[src/rcs_pkg.sv]
// Purpose: constants and types for the retry and compare-swap register bank
// Assumes: 32-bit classic wishbone, byte addresses on the bus
// Notes: offsets are byte addresses, each register one aligned word
package rcs_pkg;
   localparam int RCS_DW = 32;
   localparam int RCS_AW = 8;
   localparam int RCS_SW = 4;
   // register offsets
   localparam logic [7:0] RCS_OFF_RETRY = 8'h08;
   localparam logic [7:0] RCS_OFF_DATA = 8'h0C;
   localparam logic [7:0] RCS_OFF_CMP = 8'h10;
   localparam logic [7:0] RCS_OFF_CTL = 8'h14;
   localparam logic [7:0] RCS_OFF_ROM = 8'h18;
   localparam logic [7:0] RCS_OFF_STAT = 8'h24;
   localparam logic [7:0] RCS_OFF_MASK = 8'h28;
   // retry register fields
   localparam int RCS_RTY_W = 4;
   localparam int RCS_RTY_BITS = 12;
   localparam int RCS_PHYS_LSB = 8;
   localparam int RCS_RESP_LSB = 4;
   localparam int RCS_REQ_LSB = 0;
   localparam logic [19:0] RCS_RTY_HI = 20'h00000;
   localparam logic [11:0] RCS_RTY_RST = 12'h000;
   // swap control fields
   localparam int RCS_DONE_BIT = 31;
   localparam int RCS_SEL_W = 2;
   localparam logic [28:0] RCS_CTL_RSV = 29'h00000000;
   localparam logic [1:0] RCS_SEL_RST = 2'h0;
   // resource select codes
   localparam logic [1:0] RCS_RES_BM_ID = 2'h0;
   localparam logic [1:0] RCS_RES_BW_AVAIL = 2'h1;
   localparam logic [1:0] RCS_RES_CH_HI = 2'h2;
   localparam logic [1:0] RCS_RES_CH_LO = 2'h3;
   localparam int RCS_NRES = 4;
   // reset values
   localparam logic [31:0] RCS_WORD_RST = 32'h00000000;
   localparam logic [31:0] RCS_RES_RST = 32'h00000000;
   // interrupt event bits
   localparam int RCS_EV_W = 2;
   localparam int RCS_EV_DONE = 0;
   localparam int RCS_EV_MISS = 1;
   localparam logic [1:0] RCS_EV_NONE = 2'h0;
   typedef enum logic [1:0]
   {
      RCS_IDLE = 2'b01,
      RCS_SWAP = 2'b10
   } rcs_state_t;
endpackage

[src/rcs_regs.sv]
// Purpose: retry limits, compare-swap on bus resources, rom header
// Assumes: one clock, synchronous reset, wishbone classic master
// Notes: ack comes one cycle after the request is seen
`timescale 1ns/1ps
`default_nettype none
module rcs_regs
   import rcs_pkg::*;
(
   input wire logic clk_i, // system clock
   input wire logic rst_i, // sync reset, high
   input wire logic ce_i, // clock enable
   input wire logic wb_cyc_i, // bus cycle
   input wire logic wb_stb_i, // strobe
   input wire logic wb_we_i, // write enable
   input wire logic [RCS_AW-1:0] wb_adr_i, // byte address
   input wire logic [RCS_SW-1:0] wb_sel_i, // byte lanes
   input wire logic [RCS_DW-1:0] wb_dat_i, // write data
   output logic [RCS_DW-1:0] wb_dat_o, // read data
   output logic wb_ack_o, // acknowledge
   output logic irq_o, // level interrupt
   output logic [RCS_RTY_W-1:0] physical_response_retry_count_o, // limit
   output logic [RCS_RTY_W-1:0] async_response_retry_count_o, // limit
   output logic [RCS_RTY_W-1:0] async_request_retry_count_o, // limit
   output logic [RCS_DW-1:0] rom_header_o, // remote quadlet
   output logic swap_busy_o // swap in flight
);

   function automatic logic [RCS_DW-1:0] lane_merge(
      input logic [RCS_DW-1:0] old_v,
      input logic [RCS_DW-1:0] new_v,
      input logic [RCS_SW-1:0] sel_v
   );
      logic [RCS_DW-1:0] r;
      r = old_v;
      for (int i = 0; i < RCS_SW; i++)
      begin
         if (sel_v[i])
         begin
            r[i*8 +: 8] = new_v[i*8 +: 8];
         end
      end
      return r;
   endfunction

   function automatic logic reg_hit(
      input logic [RCS_AW-1:0] adr,
      input logic [RCS_AW-1:0] off
   );
      return adr[RCS_AW-1:2] == off[RCS_AW-1:2];
   endfunction

   logic ack_q;
   logic [RCS_DW-1:0] dat_q;
   logic [RCS_RTY_BITS-1:0] retry_q;
   logic [RCS_DW-1:0] data_q;
   logic [RCS_DW-1:0] cmp_q;
   logic done_q;
   logic [RCS_SEL_W-1:0] sel_q;
   logic [RCS_DW-1:0] rom_q;
   logic [RCS_EV_W-1:0] stat_q;
   logic [RCS_EV_W-1:0] stat_d;
   logic [RCS_EV_W-1:0] mask_q;
   logic irq_q;
   logic busy_q;
   logic [RCS_DW-1:0] res_q [RCS_NRES];
   rcs_state_t st_q;
   rcs_state_t st_d;

   wire acc_w = wb_cyc_i && wb_stb_i && !ack_q;
   wire wr_w = acc_w && wb_we_i;
   wire rd_w = acc_w && !wb_we_i;
   wire hit_retry = reg_hit(wb_adr_i, RCS_OFF_RETRY);
   wire hit_data = reg_hit(wb_adr_i, RCS_OFF_DATA);
   wire hit_cmp = reg_hit(wb_adr_i, RCS_OFF_CMP);
   wire hit_ctl = reg_hit(wb_adr_i, RCS_OFF_CTL);
   wire hit_rom = reg_hit(wb_adr_i, RCS_OFF_ROM);
   wire hit_stat = reg_hit(wb_adr_i, RCS_OFF_STAT);
   wire hit_mask = reg_hit(wb_adr_i, RCS_OFF_MASK);
   wire wr_ctl = wr_w && hit_ctl;
   wire in_swap = st_q == RCS_SWAP;
   // resource picked by the select field
   wire [RCS_DW-1:0] cur_w = res_q[sel_q];
   wire match_w = cur_w == cmp_q;
   wire [RCS_DW-1:0] retry_new = lane_merge(
      {RCS_RTY_HI, retry_q}, wb_dat_i, wb_sel_i);
   // upper retry bits are not stored, so always read zero
   wire [RCS_DW-1:0] retry_rd = {RCS_RTY_HI, retry_q};
   wire [RCS_DW-1:0] ctl_rd = {done_q, RCS_CTL_RSV, sel_q};
   wire [RCS_DW-1:0] stat_rd = {{(RCS_DW-RCS_EV_W){1'b0}}, stat_q};
   wire [RCS_DW-1:0] mask_rd = {{(RCS_DW-RCS_EV_W){1'b0}}, mask_q};
   wire [RCS_DW-1:0] rd_mux =
      hit_retry ? retry_rd :
      hit_data ? data_q :
      hit_cmp ? cmp_q :
      hit_ctl ? ctl_rd :
      hit_rom ? rom_q :
      hit_stat ? stat_rd :
      hit_mask ? mask_rd : RCS_WORD_RST;
   wire [RCS_EV_W-1:0] ev_w = in_swap ?
      {!match_w, 1'b1} : RCS_EV_NONE;
   wire [RCS_EV_W-1:0] clr_w = (wr_w && hit_stat && wb_sel_i[0]) ?
      wb_dat_i[RCS_EV_W-1:0] : RCS_EV_NONE;

   // set wins over the write-one clear
   always_comb
   begin
      stat_d = (stat_q & ~clr_w) | ev_w;
   end

   always_comb
   begin
      st_d = st_q;
      case (st_q)
         RCS_IDLE:
         begin
            if (wr_ctl)
            begin
               st_d = RCS_SWAP;
            end
         end
         RCS_SWAP:
         begin
            st_d = RCS_IDLE;
         end
         default:
         begin
            st_d = RCS_IDLE;
         end
      endcase
   end

   // bus answer: one wait state, zero data for writes and holes
   always_ff @(posedge clk_i)
   begin
      if (rst_i)
      begin
         ack_q <= 1'b0;
         dat_q <= RCS_WORD_RST;
      end
      else if (ce_i)
      begin
         ack_q <= acc_w;
         dat_q <= rd_w ? rd_mux : RCS_WORD_RST;
      end
   end

   always_ff @(posedge clk_i)
   begin
      if (rst_i)
      begin
         retry_q <= RCS_RTY_RST;
      end
      else if (ce_i && wr_w && hit_retry)
      begin
         retry_q <= retry_new[RCS_RTY_BITS-1:0];
      end
   end

   // data register: loaded by software, returns old value after a swap
   always_ff @(posedge clk_i)
   begin
      if (rst_i)
      begin
         data_q <= RCS_WORD_RST;
      end
      else if (ce_i && in_swap)
      begin
         data_q <= cur_w;
      end
      else if (ce_i && wr_w && hit_data)
      begin
         data_q <= lane_merge(data_q, wb_dat_i, wb_sel_i);
      end
   end

   always_ff @(posedge clk_i)
   begin
      if (rst_i)
      begin
         cmp_q <= RCS_WORD_RST;
      end
      else if (ce_i && wr_w && hit_cmp)
      begin
         cmp_q <= lane_merge(cmp_q, wb_dat_i, wb_sel_i);
      end
   end

   always_ff @(posedge clk_i)
   begin
      if (rst_i)
      begin
         done_q <= 1'b1;
         busy_q <= 1'b0;
         sel_q <= RCS_SEL_RST;
         st_q <= RCS_IDLE;
      end
      else if (ce_i)
      begin
         st_q <= st_d;
         if (wr_ctl)
         begin
            done_q <= 1'b0;
            busy_q <= 1'b1;
            if (wb_sel_i[0])
            begin
               sel_q <= wb_dat_i[RCS_SEL_W-1:0];
            end
         end
         else if (in_swap)
         begin
            done_q <= 1'b1;
            busy_q <= 1'b0;
         end
      end
   end

   // compare and store happen in one cycle, nothing else writes them
   always_ff @(posedge clk_i)
   begin
      if (rst_i)
      begin
         for (int i = 0; i < RCS_NRES; i++)
         begin
            res_q[i] <= RCS_RES_RST;
         end
      end
      else if (ce_i && in_swap && match_w)
      begin
         res_q[sel_q] <= data_q;
      end
   end

   always_ff @(posedge clk_i)
   begin
      if (rst_i)
      begin
         rom_q <= RCS_WORD_RST;
      end
      else if (ce_i && wr_w && hit_rom)
      begin
         rom_q <= lane_merge(rom_q, wb_dat_i, wb_sel_i);
      end
   end

   always_ff @(posedge clk_i)
   begin
      if (rst_i)
      begin
         stat_q <= RCS_EV_NONE;
         mask_q <= RCS_EV_NONE;
         irq_q <= 1'b0;
      end
      else if (ce_i)
      begin
         stat_q <= stat_d;
         if (wr_w && hit_mask && wb_sel_i[0])
         begin
            mask_q <= wb_dat_i[RCS_EV_W-1:0];
         end
         irq_q <= |(stat_q & mask_q);
      end
   end

   assign wb_ack_o = ack_q;
   assign wb_dat_o = dat_q;
   assign irq_o = irq_q;
   assign physical_response_retry_count_o =
      retry_q[RCS_PHYS_LSB +: RCS_RTY_W];
   assign async_response_retry_count_o =
      retry_q[RCS_RESP_LSB +: RCS_RTY_W];
   assign async_request_retry_count_o =
      retry_q[RCS_REQ_LSB +: RCS_RTY_W];
   assign rom_header_o = rom_q;
   assign swap_busy_o = busy_q;

   wire rd_retry_ack = ack_q && !wb_we_i && hit_retry;
   wire rd_ctl_ack = ack_q && !wb_we_i && hit_ctl;
endmodule
`default_nettype wire

[config.mk]
export PLATFORM = sky130hd
export DESIGN_NAME = rcs_regs
export DESIGN_NICKNAME = d
export VERILOG_FILES = /design/src/rcs_pkg.sv /design/src/rcs_regs.sv
export SDC_FILE = /design/constraint.sdc
export NUM_CORES = 1
export LEC_CHECK = 0
export ABC_CLOCK_PERIOD_IN_PS = 8580
export BUFFER_PORTS_ARGS = -buffer_cell sky130_fd_sc_hd__clkbuf_2
export CAP_MARGIN = 10
export CORE_UTILIZATION = 57
export DETAILED_ROUTE_END_ITERATION = 6
export PLACE_DENSITY_LB_ADDON = 0.3
export SLEW_MARGIN = 10
export SYNTH_ARGS = -nofsm -noshare
export SYNTH_HDL_FRONTEND = slang
export SYNTH_SLANG_ARGS = --single-unit
[constraint.sdc]
create_clock -name clk_i -period 8.58 [get_ports clk_i]
set_input_delay 2.574 -clock clk_i [delete_from_list [all_inputs] [get_ports clk_i]]
set_output_delay 2.574 -clock clk_i [all_outputs]
set_load 0.02 [all_outputs]
# [Yosys cells after proc, flatten, opt, wreduce, memory -nomap -nowiden]
# Memory sizes are Yosys's and may differ from the RTL's. A register that Yosys moved wholly into a read port is not among the register bits.
# Index checks and enable logic that the tools add are counted.
[word_totals] mem_count=1 in_bits=50 ram_bits=128 regBits=152 word_cells=116
[mem_list] memory="res_q" words=4 word_bits=32 rd=1 rd_clocked_by_memory_dff=1 wr=4 line_no="rcs_regs.sv:65" source="logic [RCS_DW-1:0] res_q [RCS_NRES];"
[op_classes] eq_ne=11 bitwise=4 n_reduce_logical=45 muxes=32
[ops] cell="$mux W32" count=9
[ops] cell="$reduce_and A2 Y1" count=17
[ops] cell="$eq A32 B32 Y1" count=1
[ops] cell="$mux W8" count=4
[ops] cell="$reduce_or A32 Y1" count=1
[ops] cell="$eq A6 B3 Y1 const B" count=3
[ops] cell="$mux W2" count=9
[ops] cell="$logic_and A1 B1 Y1" count=16
[ops] cell="$eq A6 B2 Y1 const B" count=2
[ops] cell="$eq A6 B4 Y1 const B" count=2
[ops] cell="$reduce_bool A2 Y1" count=6
[ops] cell="$mux W1" count=10
[ops] cell="$and A2 B2 Y2" count=2
[ops] cell="$logic_not A1 Y1" count=3
[ops] cell="$reduce_and A3 Y1" count=1
[ops] cell="$eq A2 B1 Y1 const B" count=1
[ops] cell="$eq A2 B2 Y1 const B" count=1
[ops] cell="$ne A2 B2 Y1 const B" count=1
[ops] cell="$not A2 Y2" count=1
[ops] cell="$or A2 B2 Y2" count=1
[ops] cell="$reduce_or A2 Y1" count=1

# [Longest topological paths before layout]
# Gate-level depths: netlist of the first run.
[logic_depth] ltp_word=9 ltp_mapped=11 ltp_nobuf=6

# [Worst setup path after synthesis of the first run]
# Ideal clock, no wire load.
[synth_timing] kind="input to register" startpoint="input ce_i" endpoint="memory res_q[0][0], enable pin" path_buffers=2 required_ns=8.192 path_stages=6 t_arrival_ns=4.231 setup_ns=0.388 setup_slack_ns=3.961 path_cell_list="nand3b_1 > nor3_1 > and3b_1 > buf_2 > buf_2 > a21o_1"
[synth_lines] item="from (decl)" line_no="rcs_regs.sv:11" source="input wire logic ce_i,"
[synth_lines] item="to (decl)" line_no="rcs_regs.sv:65"

==> metrics.md, run 1 <==
| Metric | Value |
|---|---|
| Die span in y | `149 um` |
| Final #Nets | `1266` |
| Total core area | `21000 um2` |
| Fmax | `between 200 and 250 MHz` |
| Cell area after placement | `13000 um2` |
| Setup slack of the worst register-to-register path | `3780 ps` |
| Io pins | `129` |
| Clock network latency to the later pin of the worst-skew pair | `550 ps` |
| Endpoint class of the critical path | `flip-flop` |
| Class of the tightest hold or removal check | `reg -> reg` |
| Routability cong. | `0.899` |
| Total negative setup slack | `0 ps` |
| Number of placement rows | `53` |
| Remaining antenna violation count | `0` |
| Overall die area | `around 22000 um2` |
| Overall Global Routing Usage | `28.2%` |
| Area overhead of the layout relative to synthesis | `13.9%` |
| Max-slew headroom at the worst pin | `29.6%` |
| Startpoint type of the worst setup path | `flip-flop` |
| Outcome | `completed` |
| Count of cells along the worst register-to-register path | `8` |
| Setup repair after global routing missed its margin | `no` |
| H-tree depth | `1` |
| Final design instance area without fill | `around 14000 um2` |
| Post-synth top area cell | `edfxtp_1` |
| Arrival time of the worst setup path | `roughly 5000 ps` |
| Count of flip-flops with a built-in enable after synthesis | `128` |
| Count of antenna diodes in the layout | `0` |
| Number of iterations in the first detailed-routing pass | `6` |
| Clock transition time at the flip-flop clock pins of the worst setup and hold paths | `60 ps` |
| Maximum number of pins on one net before global-route repair | `100` |
| Startpoint of the worst hold path | `wb_dat_o[22]` |
| First-pass GRT wire length | `~48000 um` |
| DR WL/cell | `20.7 um` |
| Ys async rst share | `0%` |
| Leak | `about 5.7 nW` |
| Slew at the pin closest to its max-slew limit | `~1100 ps` |
| Number of design-rule violations left by the first detailed-router iteration | `about 1.2k` |
| Cell count after synthesis | `1123` |
| Nets in the synthesized netlist | `1173` |
| Worst Hold Slack | `491 ps` |
| End point of the worst hold path | `wb_dat_o[22]` |
| Number of clock sinks | `282` |
| Number of buffers inserted by hold repair at cts | `0` |
| Initial cell density of the core | `58.2%` |
| Post-detailed-placement half-perimeter wirelength | `~20000 um` |
| Number of vias in the routed layout | `9290` |
| Clock tree root buffer cell | `clkbuf_16` |
| Kind of critical path | `reg -> reg` |
| Number of buffers on the longest clock path | `3` |
| Max_cap viols | `0` |
| Count leader, synth | `nor2_1` |
| Sequential area share after synthesis | `between 50% and 60%` |
| Most common library cells after synthesis | `170 x nor2_1, 154 x dfxtp_1, 128 x edfxtp_1, 119 x a21oi_1, 97 x and3_1` |
| Number of antenna violations at the first check in global routing | `0` |
| Netlist area before placement | `~12000 um2` |
| Via-per-instance ratio | `6.15` |
| Dominant synthesized flop cell | `dfxtp_1` |
| Crit Reg-Reg Endpoint | `res_q[3][13]` |
| Data required time at the worst endpoint | `~8700 ps` |
| Portion of the clock cycle consumed by the worst path in the final layout | `55.9%` |
| Clock tree from TritonCTS | `yes` |
| Worst voltage drop across the vdd grid | `0.0000953 V` |
| Worst hold path depth | `2` |
| Via count of the first global-routing pass | `roughly 8.3k` |
| Gr ovfl total | `0` |
| Fraction of layout cells with a size suffix above 1 | `18.6%` |
| Maximum fanout count along the critical path | `34` |
| Flip-flop and latch count after synthesis | `282` |
| Cell types with the largest area share after synthesis | `edfxtp_1 31%, dfxtp_1 25%, mux2i_1 5.9%` |
| Power density over the cells | `197 nW/um2` |
| Floorplan die width | `149 um` |
| Number of unique standard cell types used by synthesis | `43` |
| Final hold violation count | `0` |
| Share of Yosys cell area claimed by the top area cell type | `31.4%` |
| Final number of max-transition violations | `0` |
| Total wirelength of the detailed-routed design | `31300 um` |
| CTS resizes | `0` |
| Buffers added on ports | `126` |
| Mean post-synth cell area | `10.9 um2` |
| Setup fix buffers added after clock tree synthesis | `0` |
| TritonCTS buffer count | `28` |
| Setup violators final | `0` |
| Post-route total power | `2.75 mW` |
| Yosys warning count | `0` |
| Final Skew | `16.8 ps` |
| # DRC | `0` |
| Min cycle time layout | `4800 ps` |
## state kept, by name (all words and copies together) (netlist names), named ones only
signal / flops
st_q: 2
swap_busy_o: 1
wb_dat_o: 32
res_q: 128
mask_q: 2
cmp_q: 32
sel_q: 2
wb_ack_o: 1
rom_header_o: 32
data_q: 32
stat_q: 2
retry_q: 12
done_q: 1
irq_o: 1
## where the power goes
group          leakage (nW)  switching (mW)  internal (mW)
Combinational          2.80          0.0665         0.0307
Sequential             2.46         0.00811           1.43
Clock                 0.459           0.505          0.705
Total                  5.72           0.580           2.17
## worst max-delay path, stage by stage, from the launching register on
cell	delay, ps
dfxtp_2	500
buf_4	520
mux4_2	630
xnor2_1	470
nand4_1	240
or4_1	530
and3b_1	260
buf_4	350
a31o_2	870
## worst max-delay path by stage
stage           startpoint                to  slack (ps)  cells after the start
2_1_floorplan         ce_i       res_q[0][0]        3960                      6
3_3_place_gp   wb_adr_i[2]  rom_header_o[24]        3440                      7
3_5_place_dp   wb_adr_i[2]  rom_header_o[22]        3350                      7
4_1_cts          flip-flop      res_q[3][13]        3800                      8
5_1_grt        wb_adr_i[2]      wb_dat_o[23]        3580                      7
6_report         flip-flop      res_q[3][13]        3780                      8
## cell usage in the layout, fill, tap and decap left out, types with 3 or more instances in the layout
cell type | synthesis | routed
clkbuf_8 | 0 | 8
clkbuf_2 | 7 | 126
clkbuf_16 | 0 | 30
a32oi_1 | 3 | 3
nand3_1 | 8 | 8
mux2i_1 | 72 | 72
a21oi_1 | 119 | 119
o21ai_0 | 10 | 10
clkinv_2 | 0 | 3
buf_4 | 0 | 20
nand4_1 | 9 | 9
nand3b_1 | 3 | 3
a222oi_1 | 29 | 29
nand2_1 | 91 | 91
nand2b_1 | 3 | 3
and2_1 | 35 | 35
a31oi_1 | 6 | 6
nor2b_1 | 4 | 4
nor2_1 | 170 | 170
mux4_2 | 32 | 32
nor3_1 | 5 | 5
and3_1 | 97 | 97
clkbuf_1 | 62 | 6
dfxtp_1 | 154 | 153
inv_1 | 5 | 5
edfxtp_1 | 128 | 128
xnor2_1 | 32 | 32
## routing by layer
metal  up-vias  wire length, um  global-route usage [%]
li1       4270                -                       -
met2       545            13500                    40.6
met4         0              537                    7.01
met3        35             3500                    3.99
met5         -                0                       0
met1      4440            13700                    44.4
## cell type report
class	count	area [um2]
timing repair buffer	145	776
clock buffer	45	888
inverter	5	18.8
clock inverter	5	27.5
fill	1580	7090
tap	275	344
sequential	282	6930
multi-input combinational	754	4950
## kinds of logic (layout without fill, tap and decap cells)
| family | after synthesis | in the layout | synth area share (%) |
|---|---|---|---|
| buffers and inverters | 87 | 200 | 3.16 |
| muxes | 104 | 104 | 11.8 |
| AOI/OAI and AO/OA | 179 | 179 | 8.95 |
| DFF | 282 | 282 | 56.6 |
| xor gates and xnor gates | 32 | 32 | 2.29 |
| and+or+nand+nor | 439 | 439 | 17.2 |
## per-stage QoR
step                std cells  worst slack (ps)  util [%]
floorplan                1123              3960         -
global placement         1461              3440      61.9
detailed placement       1461              3350      61.9
CTS                      1511              3800      66.3
global route             1511              3580      66.3
finish                   1511              3780      66.3
Note: power is estimated with default switching activity, not from simulation.
==> run 2, diff against run 1 <==
Settings changed: ABC_CLOCK_PERIOD_IN_PS 8580 to 4150, CORE_UTILIZATION 57 to 53.
Clock period 8.58 ns to 4.15 ns, I/O delays scaled along.
==> run 2 against run 1 <==
Net effect: via count decreased by 0.30%; critical path type unchanged; combinational power increased by 120%; first-iteration DRC count increased by 5.1%; the run now ends with design-rule violations left; utilization decreased by 3.7 points; sequential power increased by 110%.
==> metrics.md, run 2 (synthesis gave the netlist of run 1 again) <==
| Metric | Value |
|---|---|
| Clock tree root buffer cell | `clkbuf_16` |
| Floorplan die width | `154 um` |
| Fmax | `280 MHz` |
| CTS resizes | `0` |
| Arrival time of the worst setup path | `3800 ps` |
| Total core area | `between 20000 and 25000 um2` |
| Min cycle time layout | `3570 ps` |
| Gr ovfl total | `0` |
| Cell Chain, Critical Path | `buf_12, mux4_2, xnor2_1, nand4_1, or4_1, and3b_1, buf_4, a21o_1, buf_12` |
| Overall Global Routing Usage | `26.6%` |
| Most common cell after layout, fill and taps aside | `nor2_1` |
| Number of placement rows | `55` |
| Io pins | `129` |
| Max_cap viols | `0` |
| Post-detailed-placement half-perimeter wirelength | `between 20000 and 25000 um` |
| Clock transition time at the flip-flop clock pins of the worst setup and hold paths | `60 ps` |
| Remaining antenna violation count | `0` |
| Overall die area | `23700 um2` |
| TritonCTS buffer count | `28` |
| Critical-path cell with the highest stage delay | `mux4_2` |
| Max-slew headroom at the worst pin | `between 40% and 50%` |
| Flip-flop count of the largest register, all copies and words added | `128` |
| Number of design-rule violations left by the first detailed-router iteration | `1229` |
| Number of vias in the routed layout | `9262` |
| Total negative setup slack | `0 ps` |
| Number of antenna violations at the first check in global routing | `0` |
| Setup violators final | `0` |
| Final Skew | `17.7 ps` |
| Setup fix buffers added after clock tree synthesis | `0` |
| First-pass GRT wire length | `49400 um` |
| Maximum number of pins on one net before global-route repair | `97` |
| Via count of the first global-routing pass | `8618` |
| Portion of the clock cycle consumed by the worst path in the final layout | `86.0%` |
| Via-per-instance ratio | `6.02` |
| Data required time at the worst endpoint | `4380 ps` |
| Leak | `5.85 nW` |
| Initial cell density of the core | `54.1%` |
| Number of clock sinks | `about 280` |
| Post-layout util | `62.6%` |
| Maximum fanout count along the critical path | `32` |
| Violations in the final reports | `design-rule violations` |
| Number of buffers inserted by hold repair at cts | `0` |
| Commonest cells after routing, fill and taps aside | `170 x nor2_1, 153 x dfxtp_1, 129 x clkbuf_2` |
| Total wirelength of the detailed-routed design | `31800 um` |
| Endpoint class of the critical path | `flip-flop` |
| # DRC | `10` |
| Final #Nets | `1282` |
| Buffers added on ports | `roughly 130` |
| Routability cong. | `0.909` |
| DR WL/cell | `between 20 and 25 um` |
| Clock network latency to the later pin of the worst-skew pair | `550 ps` |
| Final number of max-transition violations | `0` |
| Count of antenna diodes in the layout | `0` |
| Number of buffers on the longest clock path | `3` |
| Critical Path Most Common Cell | `buf_12` |
| Largest reg by FF count | `res_q` |
| Final hold violation count | `0` |
| Setup repair after global routing missed its margin | `no` |
| Power density over the cells | `407 nW/um2` |
| Worst voltage drop across the vdd grid | `roughly 0.0003 V` |
| Die span in y | `154 um` |
| Peak per-stage delay on the critical path | `580 ps` |
| Startpoint type of the worst setup path | `flip-flop` |
| Clock tree from TritonCTS | `yes` |
| Outcome | `finished with violations` |
| H-tree depth | `1` |
| Number of iterations in the first detailed-routing pass | `7` |
| Fraction of layout cells with a size suffix above 1 | `19.8%` |
| Kind of critical path | `reg -> reg` |
| Class of the tightest hold or removal check | `reg -> reg` |
| Slew at the pin closest to its max-slew limit | `868 ps` |
| Area overhead of the layout relative to synthesis | `15.9%` |
==> run 2: stage by stage <==
stage | worst slack (ps) | std cells | power, mW | hold WS, ps | cell area [um2]
2_1_floorplan | 460 | 1123 | 3.14 | 457 | 12200
3_3_place_gp | 600 | 1487 | 3.24 | 461 | 13200
3_5_place_dp | 563 | 1487 | 3.25 | 469 | 13200
4_1_cts | 553 | 1538 | 5.79 | 479 | 14200
5_1_grt | 381 | 1538 | 5.92 | 505 | 14200
6_report | 582 | 1538 | 5.77 | 473 | 14200
==> run 2: final timing paths <==
path                                      to      start  cells after the start  slack (ps)
worst max-delay path            res_q[2][16]  flip-flop                      9         580
worst min-delay path                wb_ack_o   wb_ack_o                      2         470
worst max register to register  res_q[2][16]  flip-flop                      9         580
worst min register to register      wb_ack_o   wb_ack_o                      2         470
==> run 2: worst max-delay path, delay by kind of cell, from the launching register on <==
kind | cells | cell delay [ps]
XOR/XNOR | 1 | 230
buffers and inverters | 3 | 690
multiplexers | 1 | 580
AO/OA/AOI/OAI | 1 | 160
AND/OR/NAND/NOR | 3 | 1040
flip-flops | 1 | 530
==> run 2: layer usage <==
layer	wire length [um]	vias to the layer above	GRT usage (%)	share of wire [%]
met2	14100	412	40.2	44
met5	0	-	0	0
li1	-	4293	-	-
met1	14500	4510	40.6	45
met3	2630	47	3.33	8.3
met4	586	0	6.38	1.8
==> run 2: power by group <==
| part | internal, mW | switching (mW) | leakage (nW) |
|---|---|---|---|
| combinational | 0.0724 | 0.138 | 2.92 |
| sequential | 2.96 | 0.0176 | 2.46 |
| clock | 1.53 | 1.04 | 0.477 |
==> run 2: cell type report <==
cell class	instances	area [um2]
clock buffers	44	857
multi-input cells	754	4950
well taps	285	357
inverters	5	18.8
flip-flops and latches	282	6930
fillers	1760	8460
repair buffers	161	983
clock inverters	7	85.1
